[config.mk]
export PLATFORM = sky130hd
export DESIGN_NAME = ccd_channel_clock_divider
export DESIGN_NICKNAME = d
export VERILOG_FILES = /design/src/ccd_pkg.sv /design/src/ccd_channel_clock_divider.sv
export SDC_FILE = /design/constraint.sdc
export NUM_CORES = 1
export LEC_CHECK = 0
export BUFFER_PORTS_ARGS = -buffer_cell sky130_fd_sc_hd__buf_4
export CAP_MARGIN = 10
export CORE_ASPECT_RATIO = 0.5
export CORE_MARGIN = 5
export CORE_UTILIZATION = 33
export DETAILED_ROUTE_END_ITERATION = 7
export SKIP_CTS_REPAIR_TIMING = 1
export SYNTH_ARGS = -nofsm -noshare
export SYNTH_HDL_FRONTEND = slang
export SYNTH_SLANG_ARGS = --single-unit
[constraint.sdc]
create_clock -name i_sys_clk -period 2.8 [get_ports i_sys_clk]
set_input_delay 0.42 -clock i_sys_clk [delete_from_list [all_inputs] [get_ports i_sys_clk]]
set_output_delay 0.42 -clock i_sys_clk [all_outputs]
set_load 0.005 [all_outputs]
[src/ccd_pkg.sv]
// Constants for the channel clock divider: register map, fields, resets, states.
// Assumes one system clock that stands for the divider input clock.
package ccd_pkg;
   // Register offsets
   localparam logic [9:0] ADDR_PHASE_COUNTS = 10'h190;
   localparam logic [9:0] ADDR_DIV_CONTROL = 10'h191;
   localparam logic [9:0] ADDR_ROUTING_POWER = 10'h192;
   // Reset values
   localparam logic [7:0] RST_PHASE_COUNTS = 8'h77;
   localparam logic [7:0] RST_DIV_CONTROL = 8'h00;
   localparam logic [2:0] RST_ROUTING_POWER = 3'h0;
   // Field positions
   localparam int LOW_MSB = 7;
   localparam int LOW_LSB = 4;
   localparam int HIGH_MSB = 3;
   localparam int HIGH_LSB = 0;
   localparam int BIT_BYPASS = 7;
   localparam int BIT_IGNORE_SYNC = 6;
   localparam int BIT_FORCE_HIGH = 5;
   localparam int BIT_START_HIGH = 4;
   localparam int OFS_MSB = 3;
   localparam int OFS_LSB = 0;
   localparam int BIT_POWER_DOWN = 2;
   localparam int BIT_DIRECT = 1;
   localparam int BIT_DCC_OFF = 0;
   localparam int ROUTING_BITS = 3;
   // Pin synchroniser depth
   localparam int SYNC_STAGES = 3;
   typedef enum logic [1:0] {
      ST_HOLD = 2'b00,
      ST_DELAY = 2'b01,
      ST_LOW = 2'b10,
      ST_HIGH = 2'b11
   } ccd_state_t;
endpackage

[src/ccd_channel_clock_divider.sv]
// Channel clock divider: low/high counts, bypass, sync, force, phase offset,
// power-down, direct routing and duty-cycle fix control for one channel.
// Assumes i_sys_clk is the divider input clock; outputs are one sample per input cycle.
`timescale 1ns/1ps
module ccd_channel_clock_divider (
   // Clock and reset
   input wire logic i_sys_clk,
   input wire logic i_resetn,
   // Register port
   input wire logic [9:0] i_reg_addr,
   input wire logic [7:0] i_reg_wdata,
   input wire logic i_reg_wr,
   input wire logic i_reg_rd,
   output logic [7:0] o_reg_rdata,
   // Chip-level controls
   input wire logic i_sync_n,
   input wire logic i_global_route_block,
   // Outputs
   output logic o_div_clk,
   output logic o_channel_output_a,
   output logic o_channel_output_b,
   output logic o_channel_output_c,
   output logic o_chan_powered_down,
   output logic o_duty_cycle_fix_on
);
   ////////////////////////////////////////////////////////////////////////////
   logic [1:0] rst_pipe_q;
   logic rst_n;
   always_ff @(posedge i_sys_clk or negedge i_resetn) begin
      if (!i_resetn) begin
         rst_pipe_q <= 2'h0;
      end else begin
         rst_pipe_q <= {rst_pipe_q[0], 1'b1};
      end
   end
   assign rst_n = rst_pipe_q[1];

   ////////////////////////////////////////////////////////////////////////////
   logic [7:0] phase_q;
   logic [7:0] ctl_q;
   logic [ccd_pkg::ROUTING_BITS-1:0] route_q;
   always_ff @(posedge i_sys_clk or negedge rst_n) begin
      if (!rst_n) begin
         phase_q <= ccd_pkg::RST_PHASE_COUNTS;
         ctl_q <= ccd_pkg::RST_DIV_CONTROL;
         route_q <= ccd_pkg::RST_ROUTING_POWER;
      end else if (i_reg_wr) begin
         if (i_reg_addr == ccd_pkg::ADDR_PHASE_COUNTS) begin
            phase_q <= i_reg_wdata;
         end
         if (i_reg_addr == ccd_pkg::ADDR_DIV_CONTROL) begin
            ctl_q <= i_reg_wdata;
         end
         if (i_reg_addr == ccd_pkg::ADDR_ROUTING_POWER) begin
            route_q <= i_reg_wdata[ccd_pkg::ROUTING_BITS-1:0];
         end
      end
   end

   // Unmapped reads and reserved bits return zero
   always_ff @(posedge i_sys_clk or negedge rst_n) begin
      if (!rst_n) begin
         o_reg_rdata <= 8'h00;
      end else if (i_reg_rd) begin
         case (i_reg_addr)
            ccd_pkg::ADDR_PHASE_COUNTS: o_reg_rdata <= phase_q;
            ccd_pkg::ADDR_DIV_CONTROL: o_reg_rdata <= ctl_q;
            ccd_pkg::ADDR_ROUTING_POWER: o_reg_rdata <= {5'h00, route_q};
            default: o_reg_rdata <= 8'h00;
         endcase
      end
   end

   ////////////////////////////////////////////////////////////////////////////
   // Sync pin: three stages, a change counts once stages two and three agree
   logic [ccd_pkg::SYNC_STAGES-1:0] sync_pipe_q;
   logic sync_act_q;
   always_ff @(posedge i_sys_clk or negedge rst_n) begin
      if (!rst_n) begin
         sync_pipe_q <= 3'h7;
         sync_act_q <= 1'b0;
      end else begin
         sync_pipe_q <= {sync_pipe_q[1:0], i_sync_n};
         if (sync_pipe_q[1] == sync_pipe_q[2]) begin
            sync_act_q <= ~sync_pipe_q[2];
         end
      end
   end

   ////////////////////////////////////////////////////////////////////////////
   logic bypass;
   logic ignore_sync;
   logic forced;
   logic power_down;
   logic direct;
   logic hold_req;
   assign bypass = ctl_q[ccd_pkg::BIT_BYPASS];
   assign ignore_sync = ctl_q[ccd_pkg::BIT_IGNORE_SYNC];
   // Static level only takes hold with ignore-sync also set
   assign forced = ignore_sync & ctl_q[ccd_pkg::BIT_FORCE_HIGH];
   assign power_down = route_q[ccd_pkg::BIT_POWER_DOWN];
   assign direct = route_q[ccd_pkg::BIT_DIRECT] & ~i_global_route_block;
   assign hold_req = (sync_act_q & ~ignore_sync) | power_down;

   ccd_pkg::ccd_state_t state_q;
   logic [3:0] cnt_q;
   always_ff @(posedge i_sys_clk or negedge rst_n) begin
      if (!rst_n) begin
         state_q <= ccd_pkg::ST_DELAY;
         cnt_q <= 4'h0;
      end else if (bypass || hold_req) begin
         state_q <= ccd_pkg::ST_HOLD;
         cnt_q <= ctl_q[ccd_pkg::OFS_MSB:ccd_pkg::OFS_LSB];
      end else begin
         case (state_q)
            ccd_pkg::ST_HOLD: begin
               state_q <= ccd_pkg::ST_DELAY;
               cnt_q <= ctl_q[ccd_pkg::OFS_MSB:ccd_pkg::OFS_LSB];
            end
            ccd_pkg::ST_DELAY: begin
               if (cnt_q == 4'h0) begin
                  if (ctl_q[ccd_pkg::BIT_START_HIGH]) begin
                     state_q <= ccd_pkg::ST_HIGH;
                     cnt_q <= phase_q[ccd_pkg::HIGH_MSB:ccd_pkg::HIGH_LSB];
                  end else begin
                     state_q <= ccd_pkg::ST_LOW;
                     cnt_q <= phase_q[ccd_pkg::LOW_MSB:ccd_pkg::LOW_LSB];
                  end
               end else begin
                  cnt_q <= cnt_q - 4'h1;
               end
            end
            ccd_pkg::ST_LOW: begin
               if (cnt_q == 4'h0) begin
                  state_q <= ccd_pkg::ST_HIGH;
                  cnt_q <= phase_q[ccd_pkg::HIGH_MSB:ccd_pkg::HIGH_LSB];
               end else begin
                  cnt_q <= cnt_q - 4'h1;
               end
            end
            ccd_pkg::ST_HIGH: begin
               if (cnt_q == 4'h0) begin
                  state_q <= ccd_pkg::ST_LOW;
                  cnt_q <= phase_q[ccd_pkg::LOW_MSB:ccd_pkg::LOW_LSB];
               end else begin
                  cnt_q <= cnt_q - 4'h1;
               end
            end
            default: begin
               state_q <= ccd_pkg::ST_HOLD;
               cnt_q <= 4'h0;
            end
         endcase
      end
   end

   ////////////////////////////////////////////////////////////////////////////
   // Input clock is shown as a level toggling every cycle, since a flop
   // cannot carry the clock itself
   always_ff @(posedge i_sys_clk or negedge rst_n) begin
      if (!rst_n) begin
         o_div_clk <= 1'b0;
      end else if (bypass) begin
         o_div_clk <= ~o_div_clk;
      end else if (forced) begin
         o_div_clk <= 1'b1;
      end else if (state_q == ccd_pkg::ST_HOLD || state_q == ccd_pkg::ST_DELAY) begin
         o_div_clk <= ctl_q[ccd_pkg::BIT_START_HIGH];
      end else begin
         o_div_clk <= (state_q == ccd_pkg::ST_HIGH);
      end
   end

   logic chan_d;
   assign chan_d = direct ? ~o_channel_output_a : o_div_clk;
   always_ff @(posedge i_sys_clk or negedge rst_n) begin
      if (!rst_n) begin
         o_channel_output_a <= 1'b0;
         o_channel_output_b <= 1'b0;
         o_channel_output_c <= 1'b0;
         o_chan_powered_down <= 1'b0;
      end else begin
         o_channel_output_a <= chan_d & ~power_down;
         o_channel_output_b <= chan_d & ~power_down;
         o_channel_output_c <= chan_d & ~power_down;
         o_chan_powered_down <= power_down;
      end
   end

   // Correction acts on analog edges; only its enable is visible here
   always_ff @(posedge i_sys_clk or negedge rst_n) begin
      if (!rst_n) begin
         o_duty_cycle_fix_on <= 1'b0;
      end else begin
         o_duty_cycle_fix_on <= ~route_q[ccd_pkg::BIT_DCC_OFF] & ~bypass & ~power_down;
      end
   end
endmodule // ccd_channel_clock_divider

==> reports/qor.txt, run 1 <==
status - completed
commonest non-fill, non-tap cells in the layout - buf_4 (38), dfrtp_1 (33), mux2_2 (20)
CP Max Fanout - 8
YS warnings - 0
Max-cap violations - 0
Leakage - 1.14 nW
Sum Neg Setup Slack - 0 ns
data arrival time of the worst path - 1.98 ns
commonest non-fill, non-tap cell in the layout - buf_4
RSZ-0062 raised after global routing - no
sequential fraction of the synthesis area - 55.5%
Setup Crit Path Kind - in -> reg
top cell type by total area after synthesis - dfrtp_1
Layout area overhead - 24.1%
fraction of power spent switching nets - 28.1%
Bufs on Longest Clock Path - 2
initial antenna violation count - 0
CP Capture Type - flop
peak supply drop - 259 µV
DRC errors left - 0
Slew HR - 53.0%
synthesis-stage register bit count - 43
top cell type's share of synthesized area - 42.1%
first-pass detailed-route iteration total - 4
clock share of power - 34.8%
share of post-route cells with drive strength above 1 - 37.1%
Synth area leaders - dfrtp_1 (42%), dfstp_2 (13%), mux2_2 (11%)
DR vias - 1389
H-tree Lvls - 2
clk slew on worst S/H paths - 0.06 ns
routability cong. - 0.776
cell area after synthesis - 1960 µm²
fin crit share - 64.8%
Psw - 0.449 mW
Worst Skew - 0.00406 ns
vias in the first global route - 1459
Slew Limit Fails - 0
Seq pwr share - 45.1%
FMAX - 0.551 GHz
Pwr Density - 657 nW/µm²
Core Box Area - 5610 µm²
num rows - 19
Initial Util - 34.9%
Final nets - 230
post-DP HPWL - 3230 µm
Die H - 64.5 µm
Routed WL - 4270 µm
Setup crit start kind - input pin
drt initial violations - 30
Detail Route Antenna Nets - 0
Root Driver - clkbuf_16
Synth Instances - 166
later-pin clock latency in the skew report - 0.28 ns
Mean Syn Cell Area - 11.8 µm²
Netlist cell types - 34
Slew @ Worst Pin - 0.704 ns
combinational power share - 20.2%
number of clock sinks - 43
Hold WC Path Type - in -> reg
die width - 119 µm
final core area utilization - 43.4%
TritonCTS buffer count - 5
Req. time, crit path - 2.97 ns
grt ovf - 0
# IOs - 38
gr usage total - 11.6%
n_diodes - 0
IO Port Bufs - 37
cell internal pwr - 1.15 mW
fin crit period - 1.81 ns
Syn Nets - 192
Final Hold Fails - 0
via-per-instance ratio - 5.00
first-pass GRT wire length - 7090 µm
die area - 7680 µm²
Avg WL per Cell - 15.4 µm
Final setup viols - 0
maximum number of pins on one net before global-route repair - 42
CTS tree - done
-- power by group through the flow --
stage	logic [mW]	registers, mW	clock network (mW)
2_1_floorplan	0.248	0.709	0
3_3_place_gp	0.317	0.727	0
3_5_place_dp	0.321	0.730	0
4_1_cts	0.323	0.720	0.565
5_1_grt	0.366	0.728	0.590
6_report	0.323	0.720	0.555
-- flip-flops by register name (all words and copies together), names as in the netlist --
name	flops
ctl_q	8
o_reg_rdata	8
phase_q	8
cnt_q	4
route_q	3
sync_pipe_q	3
rst_pipe_q	2
state_q	2
o_chan_powered_down	1
o_channel_output_c	1
o_div_clk	1
o_duty_cycle_fix_on	1
sync_act_q	1
-- stage by stage --
| step | worst slack [ns] | cells | power (mW) | area [µm²] | hold slack, ns |
|---|---|---|---|---|---|
| finish | 0.986 | 278 | 1.60 | 2430 | 0.244 |
| global placement | 0.741 | 269 | 1.04 | 2280 | 0.202 |
| floorplan | 1.10 | 166 | 0.957 | 1960 | 0.124 |
| global route | 0.846 | 278 | 1.68 | 2430 | 0.235 |
| detailed placement | 0.689 | 269 | 1.05 | 2280 | 0.205 |
| CTS | 0.983 | 277 | 1.61 | 2420 | -0.0966 |
-- path summary, 6_finish.rpt --
kind / depth (start not counted) / endpoint / from / slack, ns
setup reg to reg: 5 / cnt_q[1] / cnt_q[0] / 1.03
hold / removal: 1 / sync_pipe_q[0] / i_sync_n / 0.24
hold reg to reg: 1 / o_reg_rdata[0] / rst_pipe_q[1] / 0.30
max in group asynchronous: 1 / phase_q[5] / rst_pipe_q[1] / 2.12
setup / recovery: 5 / ctl_q[5] / i_reg_addr[5] / 0.99
min in group asynchronous: 1 / o_reg_rdata[0] / rst_pipe_q[1] / 0.30
-- critical path, cell delays in order --
cell and delay (ns):
buf_4 0.11, nor4bb_1 0.24, and4b_1 0.31, and4b_1 0.51
mux2_2 0.39
-- per-layer routing --
metal,share of wire [%],vias to the layer above,GRT usage [%]
li1,-,663,-
met1,48,703,15.1
met2,48,16,19.1
met3,2.5,7,2.52
met5,0,-,0
met4,1.1,0,4.76
-- logic make-up after synthesis --
logic type / Yosys count / share of synthesized area (%)
flops: 43 / 55.5
simple gates: 37 / 10.5
compound gates: 32 / 10.7
mux: 28 / 15.6
buf+inv: 21 / 5.36
fa+ha+maj: 2 / 1.28
xor+xnor: 2 / 0.894
other cells: 1 / 0.191
-- layout make-up --
type	instances	area (µm²)
Fill cell	526	3180
Sequential cell	43	1090
Multi-Input combinational cell	102	767
Timing Repair Buffer	39	295
Clock buffer	6	129
Tap cell	73	91.3
Inverter	13	48.8
Clock inverter	2	12.5
-- synthesized netlist by cell type, drive strengths merged --
cell type	n
and4b	2
conb	1
a211oi	1
mux2i	8
o221ai	3
nand3b	2
xnor2	1
nor3	2
o31ai	3
a21oi	11
o21ai	2
clkbuf	1
nor2	15
xor2	1
nor3b	1
nor2b	5
nand4b	1
nand2	6
o211a	1
buf	7
dfstp	10
a221oi	1
inv	13
and4bb	1
nand2b	1
a22o	1
o41a	1
dfrtp	33
o22ai	8
ha	2
mux2	20
nor4bb	1
(Power assumes the default switching activity.)
==> run 2: changes to the inputs <==
Settings changed: ABC_AREA from default to 1.
Clock period 2.8 ns to 1.7 ns, I/O delays scaled along.
==> run 2 against run 1 <==
  * Synthesized area up 9.8%
  * Power rose by 61%
  * Routed wire length grew 14%
  * Critical endpoint is now cnt_q[3]
  * Worst hold slack got worse by 0.17 ns
  * Final area up 11%
  * Clock power rose by 100%
  * Core utilization rose by 0.13 points
  * Critical path type is now reg -> reg
  * Global-route usage is 0.93 points higher
==> reports/qor.txt, run 2 <==
Setup Crit Path Kind - reg -> reg
DR vias - 1714 (+23%)
Reg2Reg Depth - 7 (+2)
top cell type's share of synthesized area - 38.4% (-3.7 points)
Post-Synth Simple-Gate Area - 29.5% (+19 points)
first-pass GRT wire length - 8320 µm (+17%)
DRC errors left - 0 (unchanged)
Final Hold Fails - 0 (unchanged)
status - completed
Leakage - 1.30 nW (+14%)
Hold Path Origin - i_sync_n
Final setup viols - 0 (unchanged)
largest family of logic cells by synthesized area - simple AND/OR/NAND/NOR gates
grt ovf - 0 (unchanged)
IO Port Bufs - 37 (unchanged)
Hold WC Path Type - in -> reg
Layout area overhead - 25.4%
gr usage total - 12.5% (+0.93 points)
Synth Instances - 247 (+49%)
Pwr Density - 952 nW/µm² (+45%)
data arrival time of the worst path - 1.63 ns (-0.35 ns)
Routed WL - 4880 µm (+14%)
Critical Path Most Common Cell - nand2_1
Worst Skew - 0.00573 ns (+0.00166 ns)
Detail Route Antenna Nets - 0 (unchanged)
Core Box Area - 6210 µm² (+11%)
routability cong. - 0.822 (+6.0%)
Setup crit start kind - flop
Mean Syn Cell Area - 8.71 µm² (-26%)
maximum number of pins on one net before global-route repair - 42 (unchanged)
post-DP HPWL - 3650 µm (+13%)
Initial Util - 34.7% (-0.27 points)
Syn Nets - 273 (+42%)
first-pass detailed-route iteration total - 4 (unchanged)
share of post-route cells with drive strength above 1 - 31.8% (-5.2 points)
FMAX - 0.684 GHz
EDFF count, synth - 0 (unchanged)
Synth async-reset ratio - 100% (unchanged)
RSZ-0062 raised after global routing - no
Slew Limit Fails - 0 (unchanged)
die area - 8330 µm² (+8.6%)
crit path from - cnt_q[0]
Worst path depth - 7 (+2)
die width - 124 µm (+4.4%)
FF-to-FF setup slack - 0.24 ns (-0.79 ns)
Synth area leaders - dfrtp_1 (38%), nand2_1 (12%), dfstp_2 (12%)
fin crit period - 1.46 ns
CP max stage delay - 0.37 ns (-0.14 ns)
initial antenna violation count - 0 (unchanged)
Slew HR - 66.0% (+13 points)
CP endpoint - cnt_q[3]
fin crit share - 86.0%
Slowest cell on crit path - dfrtp_1
Root Driver - clkbuf_16
top cell type by total area after synthesis - dfrtp_1
cell area after synthesis - 2150 µm² (+9.8%)
Req. time, crit path - 1.87 ns (-1.10 ns)
mux contribution to synthesized area - 0% (-16 points)
worst r2r src - cnt_q[0]
CP Capture Type - flop
Design Area, Final - 2700 µm² (+11%)
synthesis-stage register bit count - 43 (unchanged)
later-pin clock latency in the skew report - 0.28 ns (about the same)
Post-Synth Adder-Cell Area - 1.16% (-0.11 points)
Final nets - 314 (+37%)
# IOs - 38 (unchanged)
top-count cell post-synth - nand2_1
Top FF cell, synth - dfrtp_1
Netlist cell types - 28 (-18%)
Largest regs - ctl_q x8, o_reg_rdata x8, phase_q x8
via-per-instance ratio - 4.55 (-9.0%)
CP Max Fanout - 13 (+5)
Die H - 67.1 µm (+4.0%)
TritonCTS buffer count - 5 (unchanged)
Bufs on Longest Clock Path - 2 (unchanged)
clk slew on worst S/H paths - 0.06 ns (about the same)
post-synthesis xor/xnor area fraction - 0.407% (-0.49 points)
Slew @ Worst Pin - 0.510 ns (-0.194 ns)
peak supply drop - 390 µV (+51%)
final core area utilization - 43.5% (+0.13 points)
number of clock sinks - 43 (unchanged)
vias in the first global route - 1755 (+20%)
num rows - 20 (+1)
post-placement cell area - 2510 µm² (+10%)
post-synthesis compound-gate area fraction - 11.2% (+0.44 points)
commonest non-fill, non-tap cell in the layout - nand2_1
Critical Path, Cell by Cell - inv_1, ha_1, nand3_2, nor3b_1, nand2_1, nand3_1, nand2_1
Post-synth top cells - nand2_1 (71), dfrtp_1 (33), nand3_1 (31)
sequential fraction of the synthesis area - 50.6% (-4.9 points)
drt initial violations - 113 (+280%)
crit-path leading delay family - simple AND/OR/NAND/NOR gates
Avg WL per Cell - 12.9 µm (-16%)
reg2reg end - cnt_q[3]
Sum Neg Setup Slack - 0 ns (unchanged)
n_diodes - 0 (unchanged)
YS warnings - 0 (unchanged)
worst path bufs/invs - 1 (unchanged)
H-tree Lvls - 2 (unchanged)
CTS tree - done
Max-cap violations - 0 (unchanged)
commonest non-fill, non-tap cells in the layout - nand2_1 (71), buf_4 (40), dfrtp_1 (33)
[run 2: cell types whose count changed in the layout (fill, tap and decap cells not counted), moves of 6 or more]
cell / before / now
a21oi_1: 11 / 4
inv_1: 13 / 25
mux2_2: 20 / 0
mux2i_1: 8 / 0
nand2_1: 6 / 71
nand3_1: 0 / 30
nor2_1: 15 / 9
o21ai_0: 2 / 11
o21ai_2: 0 / 16
o22ai_1: 8 / 0
[run 2: where the power goes]
part	internal, mW	switching [mW]
Combinational	0.135	0.218
Sequential	1.07	0.0331
Clock	0.730	0.380
Total	1.94	0.631
[run 2: how the worst min path moves through the flow]
| stage | depth (start not counted) | slack, ns | to |
|---|---|---|---|
| after CTS | 1 | -0.26 | rst_pipe_q[0] |
| after detailed placement | 1 | 0.04 | rst_pipe_q[0] |
| final | 1 | 0.08 | sync_pipe_q[0] |
| after global routing | 1 | 0.06 | sync_pipe_q[0] |
| after global placement | 1 | 0.04 | rst_pipe_q[1] |
| after floorplan | 0 | -0.04 | rst_pipe_q[0] |
[run 2: layout make-up]
class	instances	area [µm²]
clock inverters	2	35.0
fillers	642	3510
well taps	88	110
multi-input cells	171	918
clock buffers	6	139
repair buffers	41	310
inverters	26	97.6
flip-flops and latches	43	1090
[run 2: metrics by stage]
step / hold slack, ns / power (mW) / cells / worst slack, ns
2_1_floorplan: -0.0406 / 1.35 / 247 / 0.399
3_3_place_gp: 0.0373 / 1.46 / 368 / 0.185
3_5_place_dp: 0.0394 / 1.47 / 368 / 0.121
4_1_cts: -0.262 / 2.59 / 376 / 0.0983
5_1_grt: 0.0619 / 2.70 / 377 / 0.0943
6_report: 0.0783 / 2.57 / 377 / 0.239
[run 2: logic make-up (layout without fill, tap and decap cells)]
group           after synthesis  in the layout
compound gates               35             35
xor+xnor                      1              1
fa+ha+maj                     2              2
buf+inv                      33             75
flops                        43             43
other cells                   1              1
simple gates                132            132
[run 2: layer usage]
| metal | vias to the layer above | GRT usage [%] | part of all wire (%) | wire length [µm] |
|---|---|---|---|---|
| met4 | 0 | 4.92 | 1.5 | 74 |
| met2 | 30 | 18.8 | 45 | 2210 |
| met1 | 805 | 17.6 | 48 | 2350 |
| li1 | 872 | - | - | - |
| met5 | - | 0 | 0 | 0 |
| met3 | 7 | 2.96 | 5.0 | 246 |
==> run 3: changes to the inputs <==
Settings changed: PLACE_DENSITY from default to 0.57, SLEW_MARGIN from default to 20.
==> run 3 against run 2 <==
  * Clock power decreased by 5%
  * Largest cell class unchanged
  * Critical path depth unchanged
  * Global-route usage shrank 0.53 points
  * Largest power group unchanged
  * Die area unchanged
  * Sequential share of layout area up 0.23 points
  * Worst hold slack gained 0.0023 ns
  * Cell count fell by 0.27%
  * Power fell by 2.2%
  * Maximum frequency grew 1.0%
  * Final area is 0.56% lower
==> reports/qor.txt, run 3 (synthesis gave the netlist of run 2 again) <==
status - completed
cell internal pwr - 1.89 mW (-2.4%)
via-per-instance ratio - 4.70 (+3.4%)
combinational power share - 14.0% (+0.3 points)
CP max stage delay - 0.38 ns (about the same)
data arrival time of the worst path - 1.62 ns (about the same)
Avg WL per Cell - 12.8 µm (-0.88%)
# IOs - 38 (unchanged)
Slowest cell on crit path - dfrtp_1
RSZ-0062 raised after global routing - no
fin crit period - 1.45 ns (-0.0150 ns)
number of clock sinks - 43 (unchanged)
share of post-route cells with drive strength above 1 - 31.3% (-0.58 points)
DRC errors left - 0 (unchanged)
Worst Skew - 0.00452 ns (-0.00121 ns)
CP Max Fanout - 13 (unchanged)
FMAX - 0.691 GHz (+1.0%)
Die H - 67.1 µm (unchanged)
commonest non-fill, non-tap cells in the layout - nand2_1 (71), buf_4 (40), dfrtp_1 (33)
fin crit share - 85.1% (-0.88 points)
fraction of power spent switching nets - 24.7% (+0.12 points)
Psw - 0.620 mW (-1.8%)
worst path bufs/invs - 1 (unchanged)
Final Hold Fails - 0 (unchanged)
H-tree Lvls - 2 (unchanged)
CP Capture Type - flop
Slew Limit Fails - 0 (unchanged)
gr usage total - 12.0% (-0.53 points)
Layout area overhead - 24.7%
Largest regs - ctl_q x8, o_reg_rdata x8, phase_q x8
post-DP HPWL - 3640 µm (-0.25%)
Sum Neg Setup Slack - 0 ns (unchanged)
Slew @ Worst Pin - 0.518 ns (+0.00762 ns)
overall power - 2.51 mW (-2.2%)
first-pass GRT wire length - 8030 µm (-3.5%)
Detail Route Antenna Nets - 0 (unchanged)
Pwr Density - 936 nW/µm² (-1.7%)
Max-cap violations - 0 (unchanged)
clock share of power - 41.9% (-1.3 points)
Critical Path, Cell by Cell - inv_1, ha_1, nand3_2, nor3b_1, nand2_1, nand3_1, nand2_1
die area - 8330 µm² (unchanged)
Routed WL - 4820 µm (-1.1%)
Req. time, crit path - 1.87 ns (about the same)
n_diodes - 0 (unchanged)
Final nets - 314 (unchanged)
peak supply drop - 584 µV (+50%)
vias in the first global route - 1697 (-3.3%)
TritonCTS buffer count - 5 (unchanged)
first-pass detailed-route iteration total - 4 (unchanged)
drt initial violations - 80 (-29%)
clk slew on worst S/H paths - 0.06 ns (about the same)
later-pin clock latency in the skew report - 0.28 ns (about the same)
Core Box Area - 6210 µm² (unchanged)
Critical Path Most Common Cell - nand2_1
Setup crit start kind - flop
Slew HR - 65.5% (-0.51 points)
Seq pwr share - 44.1% (+1.0 points)
DR vias - 1767 (+3.1%)
grt ovf - 0 (unchanged)
num rows - 20 (unchanged)
Initial Util - 34.7% (unchanged)
die width - 124 µm (unchanged)
IO Port Bufs - 37 (unchanged)
Bufs on Longest Clock Path - 2 (unchanged)
Setup Crit Path Kind - reg -> reg
Final setup viols - 0 (unchanged)
Leakage - 1.29 nW (-0.74%)
CTS tree - done
maximum number of pins on one net before global-route repair - 42 (unchanged)
Hold WC Path Type - in -> reg
routability cong. - 0.771 (-6.3%)
commonest non-fill, non-tap cell in the layout - nand2_1
Root Driver - clkbuf_16
crit-path leading delay family - simple AND/OR/NAND/NOR gates
initial antenna violation count - 0 (unchanged)
-- run 3: cell types whose count changed in the layout (fill, tap and decap cells not counted), sizes merged --
| cell | delta |
|---|---|
| clkinv | -1 |
-- run 3: routing by layer --
layer  global-route usage [%]  vias to the layer above  part of all wire [%]
met1                     16.4                      838                    48
li1                         -                      869                     -
met2                     19.4                       56                    45
met3                     2.72                        4                   6.6
met5                        0                        -                     0
met4                     3.28                        0                  0.73
-- run 3: worst paths after layout --
| path | to | cells after the start | startpoint | slack (ns) |
|---|---|---|---|---|
| max in group asynchronous | phase_q[1] | 1 | rst_pipe_q[1] | 1.02 |
| worst min-delay path | sync_pipe_q[0] | 1 | i_sync_n | 0.08 |
| worst max register to register | cnt_q[3] | 7 | cnt_q[0] | 0.25 |
| min in group asynchronous | rst_pipe_q[0] | 2 | i_resetn | 0.29 |
| worst max-delay path | cnt_q[3] | 7 | cnt_q[0] | 0.25 |
| worst min register to register | sync_act_q | 1 | rst_pipe_q[1] | 0.30 |
-- run 3: cell type report --
type                       count  area, µm²
tap                           88        110
clock buffer                   6        129
fill                         652       3520
clock inverter                 1       30.0
multi-input combinational    171        918
sequential                    43       1090
timing repair buffer          41        310
inverter                      26       97.6
-- run 3: metrics by stage --
| step | instance area [µm²] | util [%] | std cells | setup WS (ns) | hold WS (ns) |
|---|---|---|---|---|---|
| after floorplan | 2150 | - | 247 | 0.399 | -0.0406 |
| after CTS | 2670 | 43.0 | 375 | 0.105 | -0.259 |
| after global routing | 2680 | 43.2 | 376 | 0.0849 | 0.0692 |
| after global placement | 2510 | 40.4 | 368 | 0.187 | 0.0385 |
| after detailed placement | 2510 | 40.4 | 368 | 0.126 | 0.0404 |
| final | 2680 | 43.2 | 376 | 0.254 | 0.0805 |
-- run 3: power by group through the flow --
| stage | clock network [mW] | registers (mW) | logic (mW) |
|---|---|---|---|
| floorplan | 0 | 1.13 | 0.224 |
| global placement | 0 | 1.12 | 0.336 |
| detailed placement | 0 | 1.12 | 0.347 |
| CTS | 1.08 | 1.11 | 0.349 |
| global route | 1.12 | 1.11 | 0.404 |
| finish | 1.05 | 1.11 | 0.352 |
